==> config.mk <==
export PLATFORM = sky130hd
export DESIGN_NAME = msirq_source
export DESIGN_NICKNAME = d
export VERILOG_FILES = /design/src/msirq_pkg.sv /design/src/msirq_sticky_flag.sv /design/src/msirq_source.sv
export VERILOG_INCLUDE_DIRS = /design/src
export SDC_FILE = /design/constraint.sdc
export NUM_CORES = 1
export LEC_CHECK = 0
export BUFFER_PORTS_ARGS = -buffer_cell sky130_fd_sc_hd__buf_2
export CAP_MARGIN = 25
export CORE_UTILIZATION = 40
export CTS_CLUSTER_DIAMETER = 80
export CTS_CLUSTER_SIZE = 30
export DETAILED_ROUTE_END_ITERATION = 7
export PLACE_DENSITY_LB_ADDON = 0.15
export SLEW_MARGIN = 20
export SYNTH_ARGS = -nofsm -noshare
export SYNTH_HDL_FRONTEND = slang
export SYNTH_SLANG_ARGS = --single-unit
==> constraint.sdc <==
create_clock -name clk -period 3.8 [get_ports clk]
set_input_delay 0.19 -clock clk [delete_from_list [all_inputs] [get_ports clk]]
set_output_delay 0.19 -clock clk [all_outputs]
set_load 0.02 [all_outputs]
==> src/msirq_defines.svh <==
// Register map, field positions and fixed codes of the interrupt source block
`ifndef MSIRQ_DEFINES_SVH
`define MSIRQ_DEFINES_SVH

// =============================================================
// Register byte addresses
`define MSIRQ_ADDR_OUT_FIRST    8'h01
`define MSIRQ_ADDR_BUF_STATUS   8'h00
`define MSIRQ_ADDR_SYSTEM_MODE  8'h0B
`define MSIRQ_ADDR_SUMMARY      8'h0C
`define MSIRQ_ADDR_IDENTITY     8'h0D
`define MSIRQ_ADDR_TRANS_SRC    8'h1E
`define MSIRQ_ADDR_ORIENT_STAT  8'h10
`define MSIRQ_ADDR_FFMT_SRC     8'h16
`define MSIRQ_ADDR_TAP_SRC      8'h22
`define MSIRQ_ADDR_MAG_EVENT    8'h5E
`define MSIRQ_ADDR_MAG_FIRST    8'h33
`define MSIRQ_ADDR_MAG_LAST     8'h38
`define MSIRQ_ADDR_ACC_LAST     8'h06
`define MSIRQ_ADDR_HYB_LAST     8'h0C

// =============================================================
// Summary register bit positions
`define MSIRQ_BIT_SLEEPWAKE     7
`define MSIRQ_BIT_BUFFER        6
`define MSIRQ_BIT_TRANSIENT     5
`define MSIRQ_BIT_ORIENT        4
`define MSIRQ_BIT_TAP           3
`define MSIRQ_BIT_FFMT          2
`define MSIRQ_BIT_MAGNITUDE     1
`define MSIRQ_BIT_DRDY          0

// =============================================================
// Fixed values
`define MSIRQ_SUMMARY_RESET     8'h00
`define MSIRQ_IDENTITY_DEFAULT  8'h5A
`define MSIRQ_HYB_BURST_LEN     4'hC
`define MSIRQ_BYTE_ZERO         8'h00

`endif

==> src/msirq_pkg.sv <==
// Types shared by the interrupt source block
package msirq_pkg;
    typedef enum logic [1:0] {
        MSIRQ_MODE_STANDBY = 2'b00,
        MSIRQ_MODE_WAKE    = 2'b01,
        MSIRQ_MODE_SLEEP   = 2'b10
    } msirq_sysmode_type;

    typedef enum logic [1:0] {
        MSIRQ_SENSE_ACCEL  = 2'b00,
        MSIRQ_SENSE_MAG    = 2'b01,
        MSIRQ_SENSE_HYBRID = 2'b11
    } msirq_sense_type;
endpackage

==> src/msirq_sticky_flag.sv <==
// One sticky flag: set by an event, cleared by a read, set wins
module msirq_sticky_flag
    import msirq_pkg::*;
(
    input  wire logic clk,
    input  wire logic rst,
    input  wire logic setEvent,
    input  wire logic clearRead,
    output logic      flag
);
    // A set in the same cycle as the clear survives
    always_ff @(posedge clk) begin
        if (rst) begin
            flag <= 1'b0;
        end else if (setEvent) begin
            flag <= 1'b1;
        end else if (clearRead) begin
            flag <= 1'b0;
        end
    end
endmodule

==> src/msirq_source.sv <==
// Interrupt summary register, sleep/wake sequencing and identity register
// Notes on behaviour
// - Each summary bit shows one while its function has asserted an interrupt.
// - Magnetic interrupt flags live in their own register, not the summary.
// - Reading the summary register clears only the magnitude flag.
// - Each flag except magnitude clears when that function's source register is read.
// - Sleep/wake flag sets on any event causing a wake/sleep transition.
// - Wake goes to sleep at the low rate after inactivity exceeds the limit.
// - Sleep goes to wake at the higher rate on the chosen wake event.
// - Reading the system mode register clears the sleep/wake flag.
// - Buffer flag sets on overflow or count reaching the watermark; here only on a new sample while either is high.
// - Reading the buffer status register clears the buffer flag.
// - Transient flag sets while event-active is high and its interrupt enabled.
// - Reading the transient source register clears the transient flag.
// - Orientation flag sets on orientation change with its interrupt enabled.
// - Reading the orientation status register clears the orientation flag.
// - Tap flag sets on single or double pulse interrupt when enabled.
// - Reading the tap source register clears the tap flag.
// - Freefall/motion flag holds while active; cleared by freefall source read.
// - Magnitude flag sets on magnitude interrupt, clears on summary read.
// - Data ready means new accel, magnetic, or either data per sensing mode.
// - Data ready clears on accel read, or magnetic read in mag/hybrid.
// - Hybrid increment mode returns twelve data bytes from the first output byte.
// - Read-only 8-bit identity register holds a fixed device code.
`include "msirq_defines.svh"

module msirq_source
    import msirq_pkg::*;
#(
    parameter int         INACT_WIDTH = 8,
    parameter logic [7:0] IDENT_CODE  = `MSIRQ_IDENTITY_DEFAULT  // Arbitrary value
)
(
    input  wire logic                   clk,
    input  wire logic                   rst,
    // Register read port of the serial interface
    input  wire logic                   regRead,
    input  wire logic [7:0]             regAddr,
    output logic      [7:0]             regReadData,
    output logic                        regReadValid,
    // Burst address pointer service
    input  wire logic                   burstStart,
    input  wire logic                   burstNext,
    output logic      [7:0]             burstAddr,
    output logic                        burstActive,
    // Configuration from control registers
    input  wire logic                   active,
    input  wire logic                   autoSleepEnable,
    input  wire logic                   hybridAutoInc,
    input  wire msirq_sense_type        senseMode,
    input  wire logic [INACT_WIDTH-1:0] inactivityLimit,
    input  wire logic                   transientIntEnable,
    input  wire logic                   orientIntEnable,
    input  wire logic                   tapIntEnable,
    input  wire logic                   ffmtIntEnable,
    input  wire logic                   magnitudeIntEnable,
    input  wire logic                   wakeEventSelect,
    // Event levels and pulses from the detection functions
    input  wire logic                   outputRateTick,
    input  wire logic                   activityDetected,
    input  wire logic                   bufferOverflow,
    input  wire logic                   bufferWatermark,
    input  wire logic                   bufferSampleIn,
    input  wire logic                   event_active,
    input  wire logic                   orientChanged,
    input  wire logic                   tapEventActive,
    input  wire logic                   ffmtEventActive,
    input  wire logic                   magnitudeEvent,
    input  wire logic                   accelDataNew,
    input  wire logic                   magDataNew,
    input  wire logic [7:0]             magEventFlags,
    // Status outputs
    output msirq_sysmode_type           systemMode,
    output logic                        sleepRateSelect,
    output logic [7:0]                  interruptSummary
);

    // ==========================================================
    // Read strobes for each clearing register
    logic rdSummary;
    logic rdSysMode;
    logic rdBuffer;
    logic rdTrans;
    logic rdOrient;
    logic rdTap;
    logic rdFfmt;
    logic rdAccel;
    logic rdMag;

    function automatic logic inRange(input logic [7:0] a, input logic [7:0] lo, input logic [7:0] hi);
        inRange = (a >= lo) && (a <= hi);
    endfunction

    always_comb begin
        rdSummary = regRead && (regAddr == `MSIRQ_ADDR_SUMMARY);
        rdSysMode = regRead && (regAddr == `MSIRQ_ADDR_SYSTEM_MODE);
        rdBuffer  = regRead && (regAddr == `MSIRQ_ADDR_BUF_STATUS);
        rdTrans   = regRead && (regAddr == `MSIRQ_ADDR_TRANS_SRC);
        rdOrient  = regRead && (regAddr == `MSIRQ_ADDR_ORIENT_STAT);
        rdTap     = regRead && (regAddr == `MSIRQ_ADDR_TAP_SRC);
        rdFfmt    = regRead && (regAddr == `MSIRQ_ADDR_FFMT_SRC);
        rdAccel   = regRead && inRange(regAddr, `MSIRQ_ADDR_OUT_FIRST, `MSIRQ_ADDR_ACC_LAST);
        rdMag     = regRead && inRange(regAddr, `MSIRQ_ADDR_MAG_FIRST, `MSIRQ_ADDR_MAG_LAST);
    end

    // ==========================================================
    // Sleep/wake sequencing
    msirq_sysmode_type       next_systemMode;
    logic [INACT_WIDTH-1:0]  inactCount;
    logic                    sleepEvent;
    logic                    wakeEvent;
    logic                    wakeSource;

    // Chosen wake source: activity, or an enabled transient or freefall/motion event
    always_comb begin
        if (wakeEventSelect) begin
            wakeSource = (transientIntEnable && event_active) || (ffmtIntEnable && ffmtEventActive);
        end else begin
            wakeSource = activityDetected;
        end
    end

    assign sleepEvent = (systemMode == MSIRQ_MODE_WAKE) && autoSleepEnable && outputRateTick
                        && !activityDetected && (inactCount >= inactivityLimit);
    assign wakeEvent  = (systemMode == MSIRQ_MODE_SLEEP) && wakeSource;

    always_comb begin
        next_systemMode = systemMode;
        case (systemMode)
            MSIRQ_MODE_STANDBY: begin
                if (active) begin
                    next_systemMode = MSIRQ_MODE_WAKE;
                end
            end
            MSIRQ_MODE_WAKE: begin
                if (!active) begin
                    next_systemMode = MSIRQ_MODE_STANDBY;
                end else if (sleepEvent) begin
                    next_systemMode = MSIRQ_MODE_SLEEP;
                end
            end
            MSIRQ_MODE_SLEEP: begin
                if (!active) begin
                    next_systemMode = MSIRQ_MODE_STANDBY;
                end else if (wakeEvent) begin
                    next_systemMode = MSIRQ_MODE_WAKE;
                end
            end
            default: begin
                next_systemMode = MSIRQ_MODE_STANDBY;
            end
        endcase
    end

    always_ff @(posedge clk) begin
        if (rst) begin
            systemMode <= MSIRQ_MODE_STANDBY;
        end else begin
            systemMode <= next_systemMode;
        end
    end

    // Low rate only while asleep; wake restores the higher rate
    always_ff @(posedge clk) begin
        if (rst) begin
            sleepRateSelect <= 1'b0;
        end else begin
            sleepRateSelect <= (next_systemMode == MSIRQ_MODE_SLEEP);
        end
    end

    // Counts quiet output-rate periods; saturates so a long quiet spell cannot wrap
    always_ff @(posedge clk) begin
        if (rst) begin
            inactCount <= '0;
        end else if (systemMode != MSIRQ_MODE_WAKE || activityDetected) begin
            inactCount <= '0;
        end else if (outputRateTick && inactCount != '1) begin
            inactCount <= inactCount + 1'b1;
        end
    end

    // ==========================================================
    // Sticky flags, set wins over the clearing read
    logic [7:0] flagSet;
    logic [7:0] flagClear;

    always_comb begin
        flagSet   = `MSIRQ_BYTE_ZERO;
        flagClear = `MSIRQ_BYTE_ZERO;
        flagSet[`MSIRQ_BIT_SLEEPWAKE]  = sleepEvent || wakeEvent;
        flagSet[`MSIRQ_BIT_BUFFER]     = bufferOverflow || bufferWatermark ? bufferSampleIn : 1'b0;
        flagSet[`MSIRQ_BIT_TRANSIENT]  = event_active && transientIntEnable;
        flagSet[`MSIRQ_BIT_ORIENT]     = orientChanged && orientIntEnable;
        flagSet[`MSIRQ_BIT_TAP]        = tapEventActive && tapIntEnable;
        flagSet[`MSIRQ_BIT_FFMT]       = ffmtEventActive && ffmtIntEnable;
        flagSet[`MSIRQ_BIT_MAGNITUDE]  = magnitudeEvent && magnitudeIntEnable;
        case (senseMode)
            MSIRQ_SENSE_ACCEL: begin
                flagSet[`MSIRQ_BIT_DRDY] = accelDataNew;
            end
            MSIRQ_SENSE_MAG: begin
                flagSet[`MSIRQ_BIT_DRDY] = magDataNew;
            end
            default: begin
                flagSet[`MSIRQ_BIT_DRDY] = accelDataNew || magDataNew;
            end
        endcase
        flagClear[`MSIRQ_BIT_SLEEPWAKE] = rdSysMode;
        flagClear[`MSIRQ_BIT_BUFFER]    = rdBuffer;
        flagClear[`MSIRQ_BIT_TRANSIENT] = rdTrans;
        flagClear[`MSIRQ_BIT_ORIENT]    = rdOrient;
        flagClear[`MSIRQ_BIT_TAP]       = rdTap;
        flagClear[`MSIRQ_BIT_FFMT]      = rdFfmt;
        flagClear[`MSIRQ_BIT_MAGNITUDE] = rdSummary;
        flagClear[`MSIRQ_BIT_DRDY]      = (senseMode == MSIRQ_SENSE_ACCEL) ? rdAccel : rdMag;
    end

    // Buffer flag only re-arms on a new sample, so a lingering overflow level
    // does not immediately re-set it after the status read.
    msirq_sticky_flag uFlagSleep (
        .clk       (clk),
        .rst       (rst),
        .setEvent  (flagSet[`MSIRQ_BIT_SLEEPWAKE]),
        .clearRead (flagClear[`MSIRQ_BIT_SLEEPWAKE]),
        .flag      (interruptSummary[`MSIRQ_BIT_SLEEPWAKE])
    );

    msirq_sticky_flag uFlagBuffer (
        .clk       (clk),
        .rst       (rst),
        .setEvent  (flagSet[`MSIRQ_BIT_BUFFER]),
        .clearRead (flagClear[`MSIRQ_BIT_BUFFER]),
        .flag      (interruptSummary[`MSIRQ_BIT_BUFFER])
    );

    msirq_sticky_flag uFlagTrans (
        .clk       (clk),
        .rst       (rst),
        .setEvent  (flagSet[`MSIRQ_BIT_TRANSIENT]),
        .clearRead (flagClear[`MSIRQ_BIT_TRANSIENT]),
        .flag      (interruptSummary[`MSIRQ_BIT_TRANSIENT])
    );

    msirq_sticky_flag uFlagOrient (
        .clk       (clk),
        .rst       (rst),
        .setEvent  (flagSet[`MSIRQ_BIT_ORIENT]),
        .clearRead (flagClear[`MSIRQ_BIT_ORIENT]),
        .flag      (interruptSummary[`MSIRQ_BIT_ORIENT])
    );

    msirq_sticky_flag uFlagTap (
        .clk       (clk),
        .rst       (rst),
        .setEvent  (flagSet[`MSIRQ_BIT_TAP]),
        .clearRead (flagClear[`MSIRQ_BIT_TAP]),
        .flag      (interruptSummary[`MSIRQ_BIT_TAP])
    );

    msirq_sticky_flag uFlagMotion (
        .clk       (clk),
        .rst       (rst),
        .setEvent  (flagSet[`MSIRQ_BIT_FFMT]),
        .clearRead (flagClear[`MSIRQ_BIT_FFMT]),
        .flag      (interruptSummary[`MSIRQ_BIT_FFMT])
    );

    msirq_sticky_flag uFlagMagn (
        .clk       (clk),
        .rst       (rst),
        .setEvent  (flagSet[`MSIRQ_BIT_MAGNITUDE]),
        .clearRead (flagClear[`MSIRQ_BIT_MAGNITUDE]),
        .flag      (interruptSummary[`MSIRQ_BIT_MAGNITUDE])
    );

    msirq_sticky_flag uFlagReady (
        .clk       (clk),
        .rst       (rst),
        .setEvent  (flagSet[`MSIRQ_BIT_DRDY]),
        .clearRead (flagClear[`MSIRQ_BIT_DRDY]),
        .flag      (interruptSummary[`MSIRQ_BIT_DRDY])
    );

    // ==========================================================
    // Hybrid burst pointer: twelve bytes from the first output byte
    logic [3:0] burstLeft;

    always_ff @(posedge clk) begin
        if (rst) begin
            burstAddr   <= `MSIRQ_ADDR_OUT_FIRST;
            burstLeft   <= 4'h0;
            burstActive <= 1'b0;
        end else if (burstStart && hybridAutoInc && senseMode == MSIRQ_SENSE_HYBRID) begin
            burstAddr   <= `MSIRQ_ADDR_OUT_FIRST;
            burstLeft   <= `MSIRQ_HYB_BURST_LEN - 4'h1;
            burstActive <= 1'b1;
        end else if (burstActive && burstNext) begin
            if (burstLeft == 4'h0) begin
                burstActive <= 1'b0;
            end else begin
                burstAddr <= burstAddr + 8'h01;
                burstLeft <= burstLeft - 4'h1;
            end
        end
    end

    // ==========================================================
    // Valid answers every read strobe, mapped or not
    always_ff @(posedge clk) begin
        if (rst) begin
            regReadValid <= 1'b0;
        end else begin
            regReadValid <= regRead;
        end
    end

    // Read data: summary, identity, system mode, magnetic events
    always_ff @(posedge clk) begin
        if (rst) begin
            regReadData <= `MSIRQ_BYTE_ZERO;
        end else begin
            if (!regRead) begin
                regReadData <= regReadData;
            end else if (regAddr == `MSIRQ_ADDR_SUMMARY) begin
                regReadData <= interruptSummary;
            end else if (regAddr == `MSIRQ_ADDR_IDENTITY) begin
                regReadData <= IDENT_CODE;
            end else if (regAddr == `MSIRQ_ADDR_SYSTEM_MODE) begin
                regReadData <= {6'h00, systemMode};
            end else if (regAddr == `MSIRQ_ADDR_MAG_EVENT) begin
                regReadData <= magEventFlags;
            end else begin
                regReadData <= `MSIRQ_BYTE_ZERO;
            end
        end
    end

endmodule

== Word level (Yosys, flattened, before mapping) ==
Index checks and enable logic that the tools add are counted.

* Reductions and logical operators: 50
* Add/sub/neg operators: 3
* Bitwise operators: 1
* Muxes and demuxes: 36
* Equal/unequal tests: 16
* $lt $le $gt $ge: 5

{| class="wikitable"
|+ Operators by type and width
! kind !! count
|-
| 8-bit two-way mux || 4
|-
| 1-bit logical AND || 25
|-
| 8-bit by 4-bit equality test with 1-bit output, second input constant || 3
|-
| 8-bit by 5-bit equality test with 1-bit output, second input constant || 3
|-
| 1-bit two-way mux || 22
|-
| 2-bit nonzero test || 10
|-
| 8-bit by 1-bit adder with 8-bit output, second input constant || 2
|-
| 4-bit two-way mux || 3
|-
| 2-bit two-way mux || 5
|-
| 8-bit by 6-bit equality test with 1-bit output, second input constant || 1
|-
| 8-bit by 7-bit equality test with 1-bit output, second input constant || 1
|-
| 8-bit by 1-bit >= comparator with 1-bit output, second input constant || 1
|-
| 8-bit by 6-bit >= comparator with 1-bit output, second input constant || 1
|-
| 8-bit >= comparator || 1
|-
| 8-bit by 3-bit less-or-equal comparator with 1-bit output, second input constant || 1
|-
| 8-bit by 6-bit less-or-equal comparator with 1-bit output, second input constant || 1
|-
| 8-bit zero test || 1
|-
| 8-bit != test, second input constant || 1
|-
| 2-bit equality test, second input constant || 3
|-
| 2-bit case mux with 3 select lines || 1
|-
| 2-bit AND reduction || 3
|-
| 1-bit logical OR || 5
|-
| 2-bit by 1-bit equality test with 1-bit output, second input constant || 2
|-
| 2-bit zero test || 2
|-
| other kinds (8) || 9
|}

* Register bits after elaboration: 41
* Logic and storage cells: 128
* Bits of input ports: 52
* Output and inout bits: 29

== Longest topological paths before layout ==
* Depth after elaboration: 9
* Depth in mapped cells: 7
* Depth with buffers taken out: 7

== Cells and area by module ==
Synthesis repeated with hierarchy kept, for this count alone.

* Cells, all modules: 276
* Area, all modules: 2,282.2 um^2

{| class="wikitable"
|+ By module, submodules not included
! module !! cells an instance !! times used !! sequential area each (um^2) !! area an instance (um^2)
|-
| msirq_source || 244 || 1 || 660.6 || 1,971.9
|-
| msirq_sticky_flag || 4 || 8 || 20.0 || 38.8
|}

== Worst setup path after synthesis ==
OpenSTA, ideal clock, no wires.

* Path kind: register to register
* Start: reg inactCount[0]
* End: reg sleepRateSelect
* Data arrival time: 1.553 ns
* Cell stages (with the launch flop): 7
* Data required time: 3.705 ns
* Setup slack: 2.152 ns
* Library setup time: 0.095 ns
* Path buffers: 0
* Period minus slack after synthesis: 1.648 ns
* Path through: dfxtp_1 inv_1 ha_1 o211ai_1 a2111oi_0 o2111ai_1 a221oi_1

* Word-level cells in the longest chain between the ends: 6

{| class="wikitable"
|+ RTL lines
! element !! line !! source
|-
| from (decl) || msirq_source.sv:109 || <nowiki>logic [INACT_WIDTH-1:0] inactCount;</nowiki>
|-
| from (signal assigned) || msirq_source.sv:179 || <nowiki>inactCount <= inactCount + 1'b1;</nowiki>
|-
| 8-bit >= comparator || msirq_source.sv:124 || <nowiki>&& !activityDetected && (inactCount >= inactivityLimit);</nowiki>
|-
| 1-bit logical AND || msirq_source.sv:124 ||
|-
| 2-bit two-way mux || msirq_source.sv:138 || <nowiki>end else if (sleepEvent) begin</nowiki>
|-
| 2-bit two-way mux || msirq_source.sv:136 || <nowiki>if (!active) begin</nowiki>
|-
| 2-bit case mux with 3 select lines || msirq_source.sv:129 || <nowiki>case (systemMode)</nowiki>
|-
| 2-bit equality test || msirq_source.sv:168 || <nowiki>sleepRateSelect <= (next_systemMode == MSIRQ_MODE_SLEEP);</nowiki>
|-
| to (signal assigned) || msirq_source.sv:168 ||
|-
| to (decl) || msirq_source.sv:74 || <nowiki>output logic sleepRateSelect,</nowiki>
|}

No other way between the ends.
A chain may end at the register's enable or synchronous reset.

== Final worst setup path ==
* Start: reg inactCount[0]
* End: reg systemMode[1]

* Word-level cells in the longest chain between the ends: 5

{| class="wikitable"
|+ RTL lines
! element !! line !! source
|-
| 8-bit >= comparator || msirq_source.sv:124 ||
|-
| 1-bit logical AND || msirq_source.sv:124 ||
|-
| 2-bit two-way mux || msirq_source.sv:138 ||
|-
| 2-bit two-way mux || msirq_source.sv:136 ||
|-
| 2-bit case mux with 3 select lines || msirq_source.sv:129 ||
|-
| to (signal assigned) || msirq_source.sv:159 || <nowiki>systemMode <= next_systemMode;</nowiki>
|-
| to (decl) || msirq_source.sv:73 || <nowiki>output msirq_sysmode_type systemMode,</nowiki>
|}

No other way between the ends.

==> flow_metrics.tcl <==
set metrics [dict create \
    drtIter0Drc 90 \
    cts_resized 0 \
    fin_total_pwr_w 0.000834 \
    drt-pass1-iter-count 4 \
    drc 0 \
    critical_path_depth 6 \
    core_area_um2 5170 \
    switchingPower_w 0.000224 \
    layout-drive-gt1-share_pct 27.9 \
    r2r-end "systemMode[1]" \
    grt_max_degree 23 \
    root_buffer "clkbuf_8" \
    critPathKind "reg -> reg" \
    synth_cells 265 \
    overflow 0 \
    p_comb_share_pct 12.7 \
    globalplace.congestion 0.793 \
    slowest_stage "a2111oi_0" \
    area_growth_pct 22.3 \
    r2r_cells 6 \
    grt_usage_pct 17.9 \
    rows 26 \
    die_w_um 75.8 \
    wl_per_cell_um 12.2 \
    synthDistinctLibCells 46 \
    ctsHoldBuffers 0 \
    first_global_vias 1778 \
    cp-end-kind "register" \
    r2r_slack_ns 1.90 \
    worstReg2RegStart "inactCount[0]" \
    maxCapViolCount 0 \
    port_buffers 80 \
    fin_crit_sh_pct 50.1 \
    vias_per_cell 5.19 \
    crit_path_start "inactCount[0]" \
    internal_power_w 0.000610 \
    synth_seq_cells 41 \
    grt_pass1_wl_um 7870 \
    crit_fanout 4 \
    critPathCapture "systemMode[1]" \
    tightest_slew_ns 0.404 \
    critPathArrivalTime_ns 2.11 \
    pin_count 81 \
    max_freq_mhz 525 \
    synthArstFlopShare_pct 0 \
    syn_area_um2 2180 \
    syn_avg_cell_area_um2 8.22 \
    relSlewSlack_pct 72.4 \
    synthesis.nets 327 \
    finalSetupViolCount 0 \
    crit_path_start_kind "register" \
    peakVddDrop_mv 0.274 \
    postCtsSetupBuffers 0 \
    start_util_pct 42.1 \
    ant_nets 0 \
    tritoncts "done" \
    crit_family "compound AO/OA/AOI/OAI gates" \
    setup_ws_ns 1.90 \
    fp.dieH_um 75.8 \
    status "complete, no violations" \
    antenna_found_initial 0 \
    dp_hpwl_um 3890 \
    synth_ff_type "dfxtp_1" \
    drv_slew 0 \
    crit_chain "inv_1 -> ha_1 -> o211ai_1 -> a2111oi_0 -> o2111ai_1 -> a221oi_1" \
    grt_setup_unrepaired "false" \
    num_vias 2126 \
    fin_crit_ns 1.90 \
    diodes 0 \
    final_util_pct 51.5 \
    synth_edf_count 0 \
    finClkSkew_ns 0.00603 \
    clock_path_buffers 2 \
    tns_ns 0 \
    worst_hold_path_type "in -> reg" \
    power.density_nw_per_um2 313 \
    insertion_delay_ns 0.29 \
    mostFrequentLayoutCells "80 x buf_2, 41 x dfxtp_1, 33 x nand2_1" \
    fin_nets 401 \
    layout_commonest_cell "buf_2" \
    die_area_um2 5740 \
    h-tree-depth 2 \
    seq_area_frac_synth_pct 37.7 \
    cts_buffers 5 \
    path_buf_inv 1 \
    required_ns 4.01 \
    wl_um 5000 \
    hold_viol 0 \
    ys_warn_count 0 \
    cts.sinks 41 \
    p_leak_nw 1.16 \
    p_sw_share_pct 26.8 \
    power.share.sequential_pct 53.7 \
    clock_power_share_pct 33.6 \
    cpPeakStageDelay_ns 0.45 \
    clk_transition_reported_paths_ns 0.08 \
    dp_slack_ns 1.97 \
]
[sequential cells by signal, summed over array words and instances, names as in the netlist]
| signal | cells |
|---|---|
| burstAddr | 8 |
| burstActive | 1 |
| uFlagTrans.flag | 1 |
| uFlagMagn.flag | 1 |
| systemMode | 2 |
| uFlagBuffer.flag | 1 |
| uFlagTap.flag | 1 |
| uFlagOrient.flag | 1 |
| inactCount | 8 |
| regReadValid | 1 |
| uFlagReady.flag | 1 |
| burstLeft | 4 |
| uFlagMotion.flag | 1 |
| sleepRateSelect | 1 |
| uFlagSleep.flag | 1 |
| regReadData | 8 |
[per-layer routing]
metal	GRT usage (%)	vias up	wire length, um
met1	22.7	963	2390
met5	0	-	0
li1	-	1100	-
met3	3.57	4	233
met2	30.8	59	2330
met4	4.94	0	41
[power by group through the flow]
stage               registers [W]  logic (W)  clock network, W
floorplan                0.000460  0.0000603                 0
global placement         0.000458   0.000106                 0
detailed placement       0.000458   0.000107                 0
CTS                      0.000447   0.000107          0.000290
global route             0.000449   0.000119          0.000308
finish                   0.000447   0.000106          0.000280
[cells by family after synthesis]
family          count (synthesis)  share of synthesized area [%]
simple gates                  111                           26.9
buf+inv                        25                           6.15
flops                          41                           37.7
compound gates                 67                           19.1
fa+ha+maj                      10                           5.75
xor+xnor                       11                           4.43
[layout make-up]
type | count | area, um2
fillers | 524 | 2510
multi-input cells | 199 | 1220
flip-flops and latches | 41 | 821
repair buffers | 80 | 400
well taps | 70 | 87.6
clock buffers | 5 | 68.8
inverters | 12 | 45.0
clock inverters | 3 | 17.5
[worst register-to-register path, stage by stage, from the launching register on]
cell       delay, ns
dfxtp_1         0.35
inv_1           0.07
ha_1            0.27
o211ai_1        0.09
a2111oi_0       0.45
o2111ai_1       0.29
a221oi_1        0.29
[how the worst min path moves through the flow]
stage / start / to / slack (ns) / cells past startpoint
3_5_place_dp: magEventFlags[7] / regReadData[7] / 0.40 / 3
5_1_grt: magEventFlags[7] / regReadData[7] / 0.10 / 3
6_report: magEventFlags[7] / regReadData[7] / 0.09 / 3
4_1_cts: magEventFlags[7] / regReadData[7] / 0.09 / 3
3_3_place_gp: magEventFlags[5] / regReadData[5] / 0.40 / 3
2_1_floorplan: rst / regReadValid / 0.29 / 1
[cell usage after synthesis (5+ instances only)]
library cell | count | area share (%)
nand4_1 | 9 | 2.6
a21oi_1 | 24 | 5.5
nor2_1 | 27 | 4.7
a31oi_1 | 5 | 1.4
o21ai_0 | 12 | 2.8
inv_1 | 12 | 2.1
nor2b_1 | 7 | 2.0
o21ai_1 | 5 | 1.1
nand3_1 | 6 | 1.4
dfxtp_1 | 41 | 38
xor2_1 | 8 | 3.2
ha_1 | 10 | 5.7
nand2_1 | 33 | 5.7
buf_4 | 8 | 2.8
[stage by stage]
stage	hold WS [ns]	area (um2)	instances
5_1_grt	0.101	2660	410
2_1_floorplan	0.289	2180	265
6_report	0.0929	2660	410
3_5_place_dp	0.403	2580	402
3_3_place_gp	0.402	2580	402
4_1_cts	0.0902	2660	410
(Power assumes the default switching activity.)
